`src/rate_limiter_pkg.sv`:
```
package rate_limiter_pkg;
    localparam int          CLK_HZ          = 100_000_000;
    localparam int          TICK_US         = 125;
    localparam int          TICK_CYCLES     = CLK_HZ / 1_000_000 * TICK_US;
    localparam int          TICK_W          = 14;
    localparam int          ADDR_W          = 8;
    localparam int          LEN_W           = 11;
    localparam int          BYTES_W         = 12;
    localparam int          CREDIT_W        = 14;
    localparam int          NBUCKET         = 8;
    localparam int          NPRI            = 4;
    localparam logic [7:0]  IDX_ACCOUNTING  = 8'h06;
    localparam logic [7:0]  IDX_INGRESS     = 8'h08;
    localparam logic [7:0]  IDX_EGRESS      = 8'h0A;
    localparam logic [7:0]  IDX_QUEUE_CTRL  = 8'h0C;
    localparam logic [7:0]  IDX_STATUS      = 8'h0E;
    localparam logic [7:0]  ADDR_ACCOUNTING = IDX_ACCOUNTING << 2;
    localparam logic [7:0]  ADDR_INGRESS    = IDX_INGRESS << 2;
    localparam logic [7:0]  ADDR_EGRESS     = IDX_EGRESS << 2;
    localparam logic [7:0]  ADDR_QUEUE_CTRL = IDX_QUEUE_CTRL << 2;
    localparam logic [7:0]  ADDR_STATUS     = IDX_STATUS << 2;
    localparam int          PREAMBLE_BIT    = 0;
    localparam int          GAP_BIT         = 1;
    localparam int          MODE_LSB        = 2;
    localparam int          MULTI_Q_BIT     = 0;
    localparam logic [15:0] ACCT_WMASK      = 16'h000F;
    localparam logic [15:0] QCTRL_WMASK     = 16'h0001;
    localparam logic [15:0] RESET_VALUE     = 16'h0000;
    localparam logic [1:0]  MODE_ALL        = 2'h0;
    localparam logic [1:0]  MODE_FLOODED    = 2'h1;
    localparam logic [1:0]  MODE_MULTICAST  = 2'h2;
    localparam logic [1:0]  MODE_BROADCAST  = 2'h3;
    localparam logic [BYTES_W-1:0] GAP_BYTES      = 12'h00C;
    localparam logic [BYTES_W-1:0] PREAMBLE_BYTES = 12'h008;
    localparam logic [3:0]  CODE_UNLIMITED  = 4'h0;
    localparam logic [3:0]  CODE_MAX_10M    = 4'h8;
    localparam logic signed [CREDIT_W-1:0] CREDIT_MAX = 14'sh0FFF;
    localparam logic [1:0]  RESP_OKAY       = 2'h0;
    localparam logic [1:0]  RESP_SLVERR     = 2'h2;
    // Bytes of credit added per 125 us tick: 64 Kbps is exactly one byte per tick.
    localparam logic [10:0] RATE_BYTES [16] = '{
        11'h000, 11'h001, 11'h002, 11'h004, 11'h008, 11'h010, 11'h020, 11'h040,
        11'h080, 11'h100, 11'h200, 11'h2EE, 11'h3E8, 11'h465, 11'h4E2, 11'h55F
    };
endpackage

```
`src/port_rate_limiter.sv`:
```
`timescale 1ns/100ps
`default_nettype none
module port_rate_limiter #(
    parameter int TICK_CYCLES = rate_limiter_pkg::TICK_CYCLES
) (
    input  wire logic                                  clk_i,
    input  wire logic                                  sys_rst_i,
    input  wire logic [rate_limiter_pkg::ADDR_W-1:0]   s_axi_awaddr_i,
    input  wire logic                                  s_axi_awvalid_i,
    output logic                                       s_axi_awready_o,
    input  wire logic [31:0]                           s_axi_wdata_i,
    input  wire logic [3:0]                            s_axi_wstrb_i,
    input  wire logic                                  s_axi_wvalid_i,
    output logic                                       s_axi_wready_o,
    output logic [1:0]                                 s_axi_bresp_o,
    output logic                                       s_axi_bvalid_o,
    input  wire logic                                  s_axi_bready_i,
    input  wire logic [rate_limiter_pkg::ADDR_W-1:0]   s_axi_araddr_i,
    input  wire logic                                  s_axi_arvalid_i,
    output logic                                       s_axi_arready_o,
    output logic [31:0]                                s_axi_rdata_o,
    output logic [1:0]                                 s_axi_rresp_o,
    output logic                                       s_axi_rvalid_o,
    input  wire logic                                  s_axi_rready_i,
    input  wire logic                                  speed_10_i,
    input  wire logic                                  ing_valid_i,
    input  wire logic [1:0]                            ing_pri_i,
    input  wire logic [rate_limiter_pkg::LEN_W-1:0]    ing_len_i,
    input  wire logic                                  ing_bcast_i,
    input  wire logic                                  ing_mcast_i,
    input  wire logic                                  ing_flood_i,
    output logic                                       ing_done_o,
    output logic                                       ing_drop_o,
    input  wire logic                                  egr_valid_i,
    input  wire logic [1:0]                            egr_pri_i,
    input  wire logic [rate_limiter_pkg::LEN_W-1:0]    egr_len_i,
    output logic                                       egr_grant_o
);
    logic [15:0]                                acct_reg;
    logic [15:0]                                ingress_reg;
    logic [15:0]                                egress_reg;
    logic [15:0]                                qctrl_reg;
    logic                                       spd_s1_reg;
    logic                                       spd_s2_reg;
    logic                                       spd_s3_reg;
    logic                                       speed10_reg;
    logic [rate_limiter_pkg::TICK_W-1:0]        tick_cnt_reg;
    logic                                       tick;
    logic [rate_limiter_pkg::NBUCKET-1:0]       credit_ok;
    logic [rate_limiter_pkg::NBUCKET-1:0]       limited;
    logic [rate_limiter_pkg::BYTES_W-1:0]       ing_bytes;
    logic [rate_limiter_pkg::BYTES_W-1:0]       egr_bytes;
    logic                                       counted;
    logic                                       ing_take;
    logic [1:0]                                 egr_q;
    logic                                       egr_take;
    logic                                       aw_full_reg;
    logic                                       w_full_reg;
    logic [rate_limiter_pkg::ADDR_W-1:0]        awaddr_reg;
    logic [31:0]                                wdata_reg;
    logic [3:0]                                 wstrb_reg;
    logic                                       do_write;
    logic                                       aw_take;
    logic                                       w_take;
    logic                                       ar_take;
    logic [15:0]                                wr_val;
    logic [31:0]                                rd_val;
    logic                                       rd_hit;

    // The link speed comes from the PHY clock domain; a change is believed once two stages agree.
    always_ff @(posedge clk_i)
    begin
        if (sys_rst_i)
        begin
            spd_s1_reg  <= 1'b0;
            spd_s2_reg  <= 1'b0;
            spd_s3_reg  <= 1'b0;
            speed10_reg <= 1'b0;
        end
        else
        begin
            spd_s1_reg <= speed_10_i;
            spd_s2_reg <= spd_s1_reg;
            spd_s3_reg <= spd_s2_reg;
            if (spd_s2_reg == spd_s3_reg)
                speed10_reg <= spd_s3_reg;
        end
    end

    // A coarse 125 us refill tick keeps the credit adders narrow at the cost of burst granularity.
    always_ff @(posedge clk_i)
    begin
        if (sys_rst_i || tick)
            tick_cnt_reg <= '0;
        else
            tick_cnt_reg <= tick_cnt_reg + 1'b1;
    end
    assign tick = (tick_cnt_reg == rate_limiter_pkg::TICK_W'(TICK_CYCLES - 1));

    assign ing_bytes = rate_limiter_pkg::BYTES_W'(ing_len_i)
        + (acct_reg[rate_limiter_pkg::GAP_BIT] ? rate_limiter_pkg::GAP_BYTES : '0)
        + (acct_reg[rate_limiter_pkg::PREAMBLE_BIT] ? rate_limiter_pkg::PREAMBLE_BYTES : '0);
    assign egr_bytes = rate_limiter_pkg::BYTES_W'(egr_len_i)
        + (acct_reg[rate_limiter_pkg::GAP_BIT] ? rate_limiter_pkg::GAP_BYTES : '0)
        + (acct_reg[rate_limiter_pkg::PREAMBLE_BIT] ? rate_limiter_pkg::PREAMBLE_BYTES : '0);

    always_comb
    begin
        case (acct_reg[rate_limiter_pkg::MODE_LSB +: 2])
            rate_limiter_pkg::MODE_ALL:       counted = 1'b1;
            rate_limiter_pkg::MODE_FLOODED:   counted = ing_bcast_i | ing_mcast_i | ing_flood_i;
            rate_limiter_pkg::MODE_MULTICAST: counted = ing_bcast_i | ing_mcast_i;
            rate_limiter_pkg::MODE_BROADCAST: counted = ing_bcast_i;
            default:                          counted = 1'b1;
        endcase
    end

    // Buckets 0-3 police ingress priorities 0-3, buckets 4-7 shape egress queues 0-3.
    genvar b;
    generate
        for (b = 0; b < rate_limiter_pkg::NBUCKET; b++)
        begin : bucket
            logic [3:0]                                 raw_code;
            logic [3:0]                                 code;
            logic                                       spend;
            logic signed [rate_limiter_pkg::CREDIT_W-1:0] credit_reg;
            logic signed [rate_limiter_pkg::CREDIT_W-1:0] credit_next;
            if (b < rate_limiter_pkg::NPRI)
            begin : ing
                assign raw_code = ingress_reg[4*b +: 4];
                assign spend    = ing_take && (ing_pri_i == 2'(b));
            end
            else
            begin : egr
                assign raw_code = egress_reg[4*(b-4) +: 4];
                assign spend    = egr_take && (egr_q == 2'(b - 4));
            end
            assign code = (speed10_reg && raw_code > rate_limiter_pkg::CODE_MAX_10M)
                ? rate_limiter_pkg::CODE_UNLIMITED : raw_code;
            assign limited[b] = (code != rate_limiter_pkg::CODE_UNLIMITED);
            assign credit_next = credit_reg
                + (tick ? rate_limiter_pkg::CREDIT_W'(rate_limiter_pkg::RATE_BYTES[code]) : '0)
                - (spend ? rate_limiter_pkg::CREDIT_W'(spend ? (b < 4 ? ing_bytes : egr_bytes)
                    : '0) : '0);
            always_ff @(posedge clk_i)
            begin
                if (sys_rst_i || !limited[b])
                    credit_reg <= rate_limiter_pkg::CREDIT_MAX;
                else if (credit_next > rate_limiter_pkg::CREDIT_MAX)
                    credit_reg <= rate_limiter_pkg::CREDIT_MAX;
                else
                    credit_reg <= credit_next;
            end
            assign credit_ok[b] = !limited[b] || (credit_reg > 0);
        end
    endgenerate

    assign ing_take = ing_valid_i && counted && credit_ok[ing_pri_i];
    always_ff @(posedge clk_i)
    begin
        if (sys_rst_i)
        begin
            ing_done_o <= 1'b0;
            ing_drop_o <= 1'b0;
        end
        else
        begin
            ing_done_o <= ing_valid_i;
            ing_drop_o <= ing_valid_i && counted && !credit_ok[ing_pri_i];
        end
    end

    // Without multiple queues every frame sits in queue 0 and uses its limit.
    assign egr_q    = qctrl_reg[rate_limiter_pkg::MULTI_Q_BIT] ? egr_pri_i : 2'h0;
    assign egr_take = egr_valid_i && !egr_grant_o && credit_ok[4 + egr_q];
    always_ff @(posedge clk_i)
    begin
        if (sys_rst_i)
            egr_grant_o <= 1'b0;
        else
            egr_grant_o <= egr_take;
    end

    assign aw_take  = s_axi_awvalid_i && s_axi_awready_o;
    assign w_take   = s_axi_wvalid_i && s_axi_wready_o;
    assign ar_take  = s_axi_arvalid_i && s_axi_arready_o;
    assign do_write = aw_full_reg && w_full_reg && !s_axi_bvalid_o;
    assign wr_val   = {wstrb_reg[1] ? wdata_reg[15:8] : 8'h00,
                       wstrb_reg[0] ? wdata_reg[7:0] : 8'h00};

    always_ff @(posedge clk_i)
    begin
        if (sys_rst_i)
        begin
            aw_full_reg     <= 1'b0;
            w_full_reg      <= 1'b0;
            awaddr_reg      <= '0;
            wdata_reg       <= '0;
            wstrb_reg       <= '0;
            s_axi_awready_o <= 1'b0;
            s_axi_wready_o  <= 1'b0;
        end
        else
        begin
            if (aw_take)
            begin
                aw_full_reg <= 1'b1;
                awaddr_reg  <= s_axi_awaddr_i;
            end
            else if (do_write)
                aw_full_reg <= 1'b0;
            if (w_take)
            begin
                w_full_reg <= 1'b1;
                wdata_reg  <= s_axi_wdata_i;
                wstrb_reg  <= s_axi_wstrb_i;
            end
            else if (do_write)
                w_full_reg <= 1'b0;
            s_axi_awready_o <= !aw_full_reg && !aw_take && !s_axi_bvalid_o && !do_write;
            s_axi_wready_o  <= !w_full_reg && !w_take && !s_axi_bvalid_o && !do_write;
        end
    end

    // Bytes left out by the strobes write as zero, since every register is a whole halfword.
    always_ff @(posedge clk_i)
    begin
        if (sys_rst_i)
        begin
            acct_reg    <= rate_limiter_pkg::RESET_VALUE;
            ingress_reg <= rate_limiter_pkg::RESET_VALUE;
            egress_reg  <= rate_limiter_pkg::RESET_VALUE;
            qctrl_reg   <= rate_limiter_pkg::RESET_VALUE;
        end
        else if (do_write)
        begin
            case (awaddr_reg)
                rate_limiter_pkg::ADDR_ACCOUNTING:
                    acct_reg <= wr_val & rate_limiter_pkg::ACCT_WMASK;
                rate_limiter_pkg::ADDR_INGRESS:    ingress_reg <= wr_val;
                rate_limiter_pkg::ADDR_EGRESS:     egress_reg <= wr_val;
                rate_limiter_pkg::ADDR_QUEUE_CTRL:
                    qctrl_reg <= wr_val & rate_limiter_pkg::QCTRL_WMASK;
                default:                           ;
            endcase
        end
    end

    always_ff @(posedge clk_i)
    begin
        if (sys_rst_i)
        begin
            s_axi_bvalid_o <= 1'b0;
            s_axi_bresp_o  <= rate_limiter_pkg::RESP_OKAY;
        end
        else if (do_write)
        begin
            s_axi_bvalid_o <= 1'b1;
            case (awaddr_reg)
                rate_limiter_pkg::ADDR_ACCOUNTING, rate_limiter_pkg::ADDR_INGRESS,
                rate_limiter_pkg::ADDR_EGRESS, rate_limiter_pkg::ADDR_QUEUE_CTRL,
                rate_limiter_pkg::ADDR_STATUS:
                    s_axi_bresp_o <= rate_limiter_pkg::RESP_OKAY;
                default:
                    s_axi_bresp_o <= rate_limiter_pkg::RESP_SLVERR;
            endcase
        end
        else if (s_axi_bready_i)
            s_axi_bvalid_o <= 1'b0;
    end

    always_comb
    begin
        rd_hit = 1'b1;
        case (s_axi_araddr_i)
            rate_limiter_pkg::ADDR_ACCOUNTING: rd_val = {16'h0000, acct_reg};
            rate_limiter_pkg::ADDR_INGRESS:    rd_val = {16'h0000, ingress_reg};
            rate_limiter_pkg::ADDR_EGRESS:     rd_val = {16'h0000, egress_reg};
            rate_limiter_pkg::ADDR_QUEUE_CTRL: rd_val = {16'h0000, qctrl_reg};
            rate_limiter_pkg::ADDR_STATUS:     rd_val = {23'h000000, speed10_reg, ~credit_ok};
            default:
            begin
                rd_val = 32'h00000000;
                rd_hit = 1'b0;
            end
        endcase
    end

    always_ff @(posedge clk_i)
    begin
        if (sys_rst_i)
        begin
            s_axi_arready_o <= 1'b0;
            s_axi_rvalid_o  <= 1'b0;
            s_axi_rdata_o   <= '0;
            s_axi_rresp_o   <= rate_limiter_pkg::RESP_OKAY;
        end
        else
        begin
            s_axi_arready_o <= !ar_take && !s_axi_rvalid_o;
            if (ar_take)
            begin
                s_axi_rvalid_o <= 1'b1;
                s_axi_rdata_o  <= rd_val;
                s_axi_rresp_o  <= rd_hit ? rate_limiter_pkg::RESP_OKAY
                                         : rate_limiter_pkg::RESP_SLVERR;
            end
            else if (s_axi_rready_i)
                s_axi_rvalid_o <= 1'b0;
        end
    end
endmodule
`default_nettype wire

```
`config.mk`:
```
export PLATFORM = sky130hd
export DESIGN_NAME = port_rate_limiter
export DESIGN_NICKNAME = d
export VERILOG_FILES = /design/src/rate_limiter_pkg.sv /design/src/port_rate_limiter.sv
export SDC_FILE = /design/constraint.sdc
export NUM_CORES = 1
export LEC_CHECK = 0
export BUFFER_PORTS_ARGS = -buffer_cell sky130_fd_sc_hd__buf_2
export CAP_MARGIN = 10
export CORE_MARGIN = 3
export CORE_UTILIZATION = 45
export DETAILED_ROUTE_END_ITERATION = 12
export PLACE_DENSITY = 0.62
export SLEW_MARGIN = 20
export SYNTH_ARGS = -nofsm -noshare
export SYNTH_HDL_FRONTEND = slang
export SYNTH_SLANG_ARGS = --single-unit
```
`constraint.sdc`:
```
create_clock -name clk_i -period 4.6 [get_ports clk_i]
set_input_delay 0.92 -clock clk_i [delete_from_list [all_inputs] [get_ports clk_i]]
set_output_delay 0.92 -clock clk_i [all_outputs]
set_load 0.005 [all_outputs]
```
; Yosys cells after proc, flatten, opt, wreduce, memory -nomap -nowiden
; Memory sizes are Yosys's and may differ from the RTL's.
; Index checks and enable logic that the tools add are counted.
[classes]
n_addsub = 22
multipliers = 0
div = 0
magnitude_cmp = 34
eq_ne = 21
shift = 0
muxes = 61
bitwise = 11
n_reduce_logical = 97
[ops]
columns = operator, count
row1 = $mux W11, 24
row2 = $add A14 B11 Y14, 8
row3 = $gt A14 B1 Y1 const B, 8
row4 = $gt A14 B13 Y1 const B, 8
row5 = $sub A14 B12 Y14, 8
row6 = $mux W12, 8
row7 = $pmux W16 S5, 1
row8 = $eq A8 B6 Y1 const B, 8
row9 = $ge A5 B5 Y1 const B, 8
row10 = $mux W4, 10
row11 = $not A4 Y5, 8
row12 = $logic_and A1 B1 Y1, 33
row13 = $gt A4 B4 Y1 const B, 8
row14 = $reduce_bool A4 Y1, 8
row15 = $logic_not A1 Y1, 18
row16 = $logic_or A1 B1 Y1, 17
row17 = $eq A8 B5 Y1 const B, 2
row18 = $mux W8, 2
row19 = $reduce_or A2 Y1, 8
row20 = $add A14 B1 Y14 const B, 1
row21 = $eq A14 B14 Y1 const B, 1
row22 = $add A11 B12 Y12, 1
row23 = $add A11 B4 Y12, 1
row24 = $add A12 B12 Y12, 1
row25 = 18 further kinds, 46
[totals]
regBits = 239
latchBits = 0
mem_bits_rw = 0
rom_bits = 1408
in_bits = 91
out_inout_bits = 44
word_cells = 287
memories = 8
[mem_list]
columns = memory, words, width, rd, rd_ports_with_merged_regs, write_ports, line_no
row1 = (name not given), 16, 11, 1, 0, 0, port_rate_limiter.sv:142  ; + (tick ? rate_limiter_pkg::CREDIT_W'(rate_limiter_pkg::RATE_BYTES[code]) : '0)
row2 = (name not given), 16, 11, 1, 0, 0, port_rate_limiter.sv:142
row3 = (name not given), 16, 11, 1, 0, 0, port_rate_limiter.sv:142
row4 = (name not given), 16, 11, 1, 0, 0, port_rate_limiter.sv:142
row5 = (name not given), 16, 11, 1, 0, 0, port_rate_limiter.sv:142
row6 = (name not given), 16, 11, 1, 0, 0, port_rate_limiter.sv:142
row7 = +2 memories, n/a, n/a, n/a, n/a, n/a, n/a

; Logic depth before layout (Yosys ltp)
[logic_depth]
depth_word = 14
mapped_depth = 24

; Least setup slack after synthesis
; Ideal clock, no wire load.
[synth_path]
path_type = input port to flip-flop
startpoint = in ing_len_i[3] (netlist bit)
endpoint = reg bucket[2].credit_reg[0] (netlist bit)
setup_ns = 0.120
t_arrival_ns = 4.789
required_time_ns = 4.480
slack_ns = -0.309
stages = 18
path_cell_list = fa_1 -> ha_1 -> inv_1 -> fa_1 -> nor2_1 -> and3_1 -> xnor2_1 -> nor2_1 -> fa_1 -> inv_1 -> ha_1 -> nand3_1 -> a2111oi_2 -> o311ai_1 -> a21boi_0 -> o31ai_2 -> buf_2 -> or2_1
[synth_via]
elab_chain_cells = 6
[synth_lines]
columns = element, line_no
row1 = start: declaration, port_rate_limiter.sv:28  ; input wire logic [rate_limiter_pkg::LEN_W-1:0] ing_len_i,
row2 = $add A11 B12 Y12, port_rate_limiter.sv:101  ; + (acct_reg[rate_limiter_pkg::GAP_BIT] ? rate_limiter_pkg::GAP_BYTES : '0)
row3 = $add A12 B12 Y12, port_rate_limiter.sv:102  ; + (acct_reg[rate_limiter_pkg::PREAMBLE_BIT] ? rate_limiter_pkg::PREAMBLE_BYTES : '0);
row4 = $mux W12, port_rate_limiter.sv:143  ; - (spend ? rate_limiter_pkg::CREDIT_W'(spend ? (b < 4 ? ing_bytes : egr_bytes)
row5 = $sub A14 B12 Y14, port_rate_limiter.sv:143
row6 = $gt A14 B13 Y1, port_rate_limiter.sv:149  ; else if (credit_next > rate_limiter_pkg::CREDIT_MAX)
row7 = $reduce_or A2 Y1 (no source line), n/a
row8 = end signal: assignment, port_rate_limiter.sv:148  ; credit_reg <= rate_limiter_pkg::CREDIT_MAX;
row9 = end signal: assignment, port_rate_limiter.sv:150  ; credit_reg <= rate_limiter_pkg::CREDIT_MAX;
row10 = end signal: assignment, port_rate_limiter.sv:152  ; credit_reg <= credit_next;
row11 = end: declaration, port_rate_limiter.sv:126  ; logic signed [rate_limiter_pkg::CREDIT_W-1:0] credit_reg;
; Every way passes these cells.
; A chain may end at the register's enable or synchronous reset.

; Worst setup path after layout
[layout_path]
startpoint = reg bucket[2].credit_reg[12] (netlist bit)
endpoint = reg bucket[2].credit_reg[6] (netlist bit)
[layout_via]
elab_chain_cells = 10
word_cells_on_any_way = 11
[layout_lines]
columns = element, line_no
row1 = $gt A14 B1 Y1, port_rate_limiter.sv:154  ; assign credit_ok[b] = !limited[b] || (credit_reg > 0);
row2 = $logic_or A1 B1 Y1, port_rate_limiter.sv:154
row3 = $bmux W1 S2, port_rate_limiter.sv:158  ; assign ing_take = ing_valid_i && counted && credit_ok[ing_pri_i];
row4 = $mux W1 (implied by the code), port_rate_limiter.sv:158
row5 = $logic_and A1 B1 Y1, port_rate_limiter.sv:158
row6 = $logic_and A1 B1 Y1, port_rate_limiter.sv:131  ; assign spend = ing_take && (ing_pri_i == 2'(b));
row7 = $mux W12, port_rate_limiter.sv:143
row8 = $sub A14 B12 Y14 *, port_rate_limiter.sv:143
row9 = $gt A14 B13 Y1, port_rate_limiter.sv:149
row10 = $reduce_or A2 Y1 (no source line), n/a
; Mark *: on every way between the ends. The rest lies on a longest branch, timed or not. The select of a mux whose other input is x is not followed.

==> results_dict.tcl <==
set metrics [dict create \
    drt_iter0_markers 1233 \
    antenna_found_initial 3 \
    place_congestion 0.896 \
    critPathLaunch "bucket[2].credit_reg[12]" \
    maxCapViolations 0 \
    dpl_cell_area_um2 22200 \
    crit_path_start_kind "register" \
    min_period_ns 4.61 \
    endpoint_kind "register" \
    power_density_nw_per_um2 208 \
    htreeDepth 1 \
    ys_types 94 \
    grt_pass1_vias 17579 \
    final_common_cell "nand2_1" \
    syn_area_um2 19000 \
    design_area_um2 24400 \
    dp_hpwl_mm 44.6 \
    finalNetCount 3198 \
    ctsLongestPathBuffers 3 \
    num_rows 74 \
    root_buffer "clkbuf_16" \
    seq_area_um2 4440 \
    drive_above_1_share 0.246 \
    post-route-period-util 1.00 \
    initial_core_util 0.461 \
    clk_pin_slew_ns 0.06 \
    p_total_uw 5060 \
    peakVddDrop_v 0.000195 \
    grt_pass1_wl_mm 89.6 \
    synthCells 2473 \
    worstHoldStart "s_axi_rvalid_o" \
    largest_reg_flops 112 \
    outcome "finished, violations left" \
    die_w_um 212 \
    slew_headroom 0.256 \
    portBuffers 98 \
    overflow 0 \
    fillCellCount 3718 \
    placedCellCount 3303 \
    clkSinkCount 221 \
    wl_met3_mm 2.82 \
    routed.top_layer "met5" \
    fmaxAchievable_mhz 217 \
    fin_cells 3385 \
    multi_input_area_um2 14100 \
    worst_skew_pair.late_latency_ns 0.57 \
    ys_ff_latch 221 \
    hold_viol 0 \
    core-area_um2 41300 \
    drt-met1-wl_mm 25.2 \
    routedWlPerCell_um 17.0 \
    syn_avg_cell_area_um2 7.70 \
    synth-edff-count 0 \
    reg2reg_from "bucket[2].credit_reg[12]" \
    failed_checks "setup timing" \
    final-max-slew-violation-count 0 \
    cts_buffers 27 \
    ctsHoldBuffers 0 \
    track_usage 0.246 \
    met2_wirelength_mm 27.8 \
    worst_clock_skew_ns 0.0143 \
    ys_seq_area_frac 0.232 \
    p_leak_uw 0.0112 \
    synthFlopType "dfxtp_1" \
    crit_required_ns 5.11 \
    vias 18057 \
    layout_setup_ws_ns -0.00805 \
    worst_hold_slack_ns 0.451 \
    drc 0 \
    layout_common_cells "nand2_1 (348), inv_1 (313), buf_4 (296), dfxtp_1 (214)" \
    arrival_ns 5.12 \
    dieArea_um2 44800 \
    drtAntennaViolNets 0 \
    grt_start_max_net_pins 60 \
    cp_max_fo 7 \
    area_growth_pct 27.9 \
    synthArstFlopShare 0 \
    critical_path_class "register to register" \
    fin_setup_tns_ns -0.00805 \
    wl_mm 57.7 \
    dr.pass1.iters 6 \
    cts_tree "done" \
    worstMarginPinSlew_ns 1.11 \
    ys_warn_count 0 \
    vias_per_cell 5.33 \
    io_pins 135 \
    hold_class "register to register" \
    grt_setup_unrepaired "true" \
    setup_viol 1 \
    die_y_um 212 \
]
## power breakdown
part           internal [µW]  total [µW]  switching, µW
combinational            343         726            383
sequential              1930        1960           23.0
clock                   1450        2380            929
total                   3720        5060           1330
## worst paths after layout
kind | end | slack [ns] | cells after the start
worst min register to register | s_axi_arready_o | 0.45 | 1
worst max register to register | bucket[2].credit_reg[6] | -0.008 | 21
worst max-delay path | bucket[2].credit_reg[6] | -0.008 | 21
worst min-delay path | s_axi_arready_o | 0.45 | 1
## cell usage after synthesis, drive strengths merged (6+ instances only)
cell	number	share of area
nand2	358	0.071
inv	326	0.064
dfxtp	221	0.23
ha	183	0.12
nor2	183	0.037
a21oi	176	0.046
o21ai	132	0.035
fa	92	0.097
nand3	75	0.020
clkbuf	67	0.013
and2	59	0.019
xnor2	50	0.023
nand2b	39	0.013
buf	38	0.014
xor2	38	0.017
nor3	36	0.0097
a21o	30	0.012
a211oi	27	0.011
mux2i	26	0.014
nor2b	26	0.0085
and3	25	0.0083
a31oi	20	0.0074
o21a	18	0.0071
mux2	15	0.0089
or2	15	0.0049
nor4	14	0.0049
o211ai	13	0.0051
nand4	12	0.0039
o22ai	12	0.0039
or3	12	0.0042
a21boi	10	0.0039
a41oi	9	0.0041
o21bai	9	0.0035
nor4b	8	0.0037
a22oi	6	0.0024
a31o	6	0.0028
nor3b	6	0.0026
o31ai	6	0.0026
## metrics by stage
step                setup WS, ns   util
detailed placement        -0.685  0.538
CTS                      -0.0929  0.566
global placement          -0.598  0.538
finish                  -0.00805  0.590
global route              -0.178  0.590
floorplan                -0.0650      -
## metal layers
layer,up-vias,global-route usage
met3,103,0.0253
met1,8533,0.322
met4,6,0.0783
li1,8951,-
met5,-,0
met2,464,0.428
## worst max-delay path, stage by stage, from the launching register on
cell	delay [ns]
dfxtp_2	0.31
inv_2	0.07
ha_4	0.13
or4b_4	0.47
nor4_4	0.22
a41oi_2	0.23
nor2_4	0.21
nor2_4	0.06
buf_6	0.12
and3_4	0.18
fa_1	0.52
inv_2	0.06
ha_4	0.25
a21o_1	0.13
nand4_1	0.17
a2111oi_4	0.44
o311ai_2	0.15
and3b_2	0.25
o31ai_4	0.22
buf_6	0.17
buf_6	0.09
nand2b_4	0.09
## cell families (layout without fill, tap and decap cells)
group	count (synthesis)	in the layout	share of synthesized area
compound gates	528	529	0.177
xor+xnor	88	88	0.0405
fa+ha+maj	276	276	0.217
buf+inv	431	792	0.0910
flops	221	221	0.232
mux	41	41	0.0227
other cells	1	19	0.000197
simple gates	887	887	0.219
## repair_timing
item                                    in CTS  in global routing
endpoints found under the hold margin        0                  0
pin swaps                                   16                 67
setup buffers                                8                 20
gates resized for setup                     31                183
endpoints found under the setup margin      73                105
gates cloned                                 0                  5
## cell type report
cell class,count,area share
Inverter,326,0.0502
Tap cell,532,0.0273
Timing Repair Buffer,417,0.124
Clock inverter,15,0.00991
Antenna cell,1,0.000103
Sequential cell,221,0.182
Multi-Input combinational cell,1839,0.577
Clock buffer,34,0.0296
Note: power is estimated with default switching activity, not from simulation.
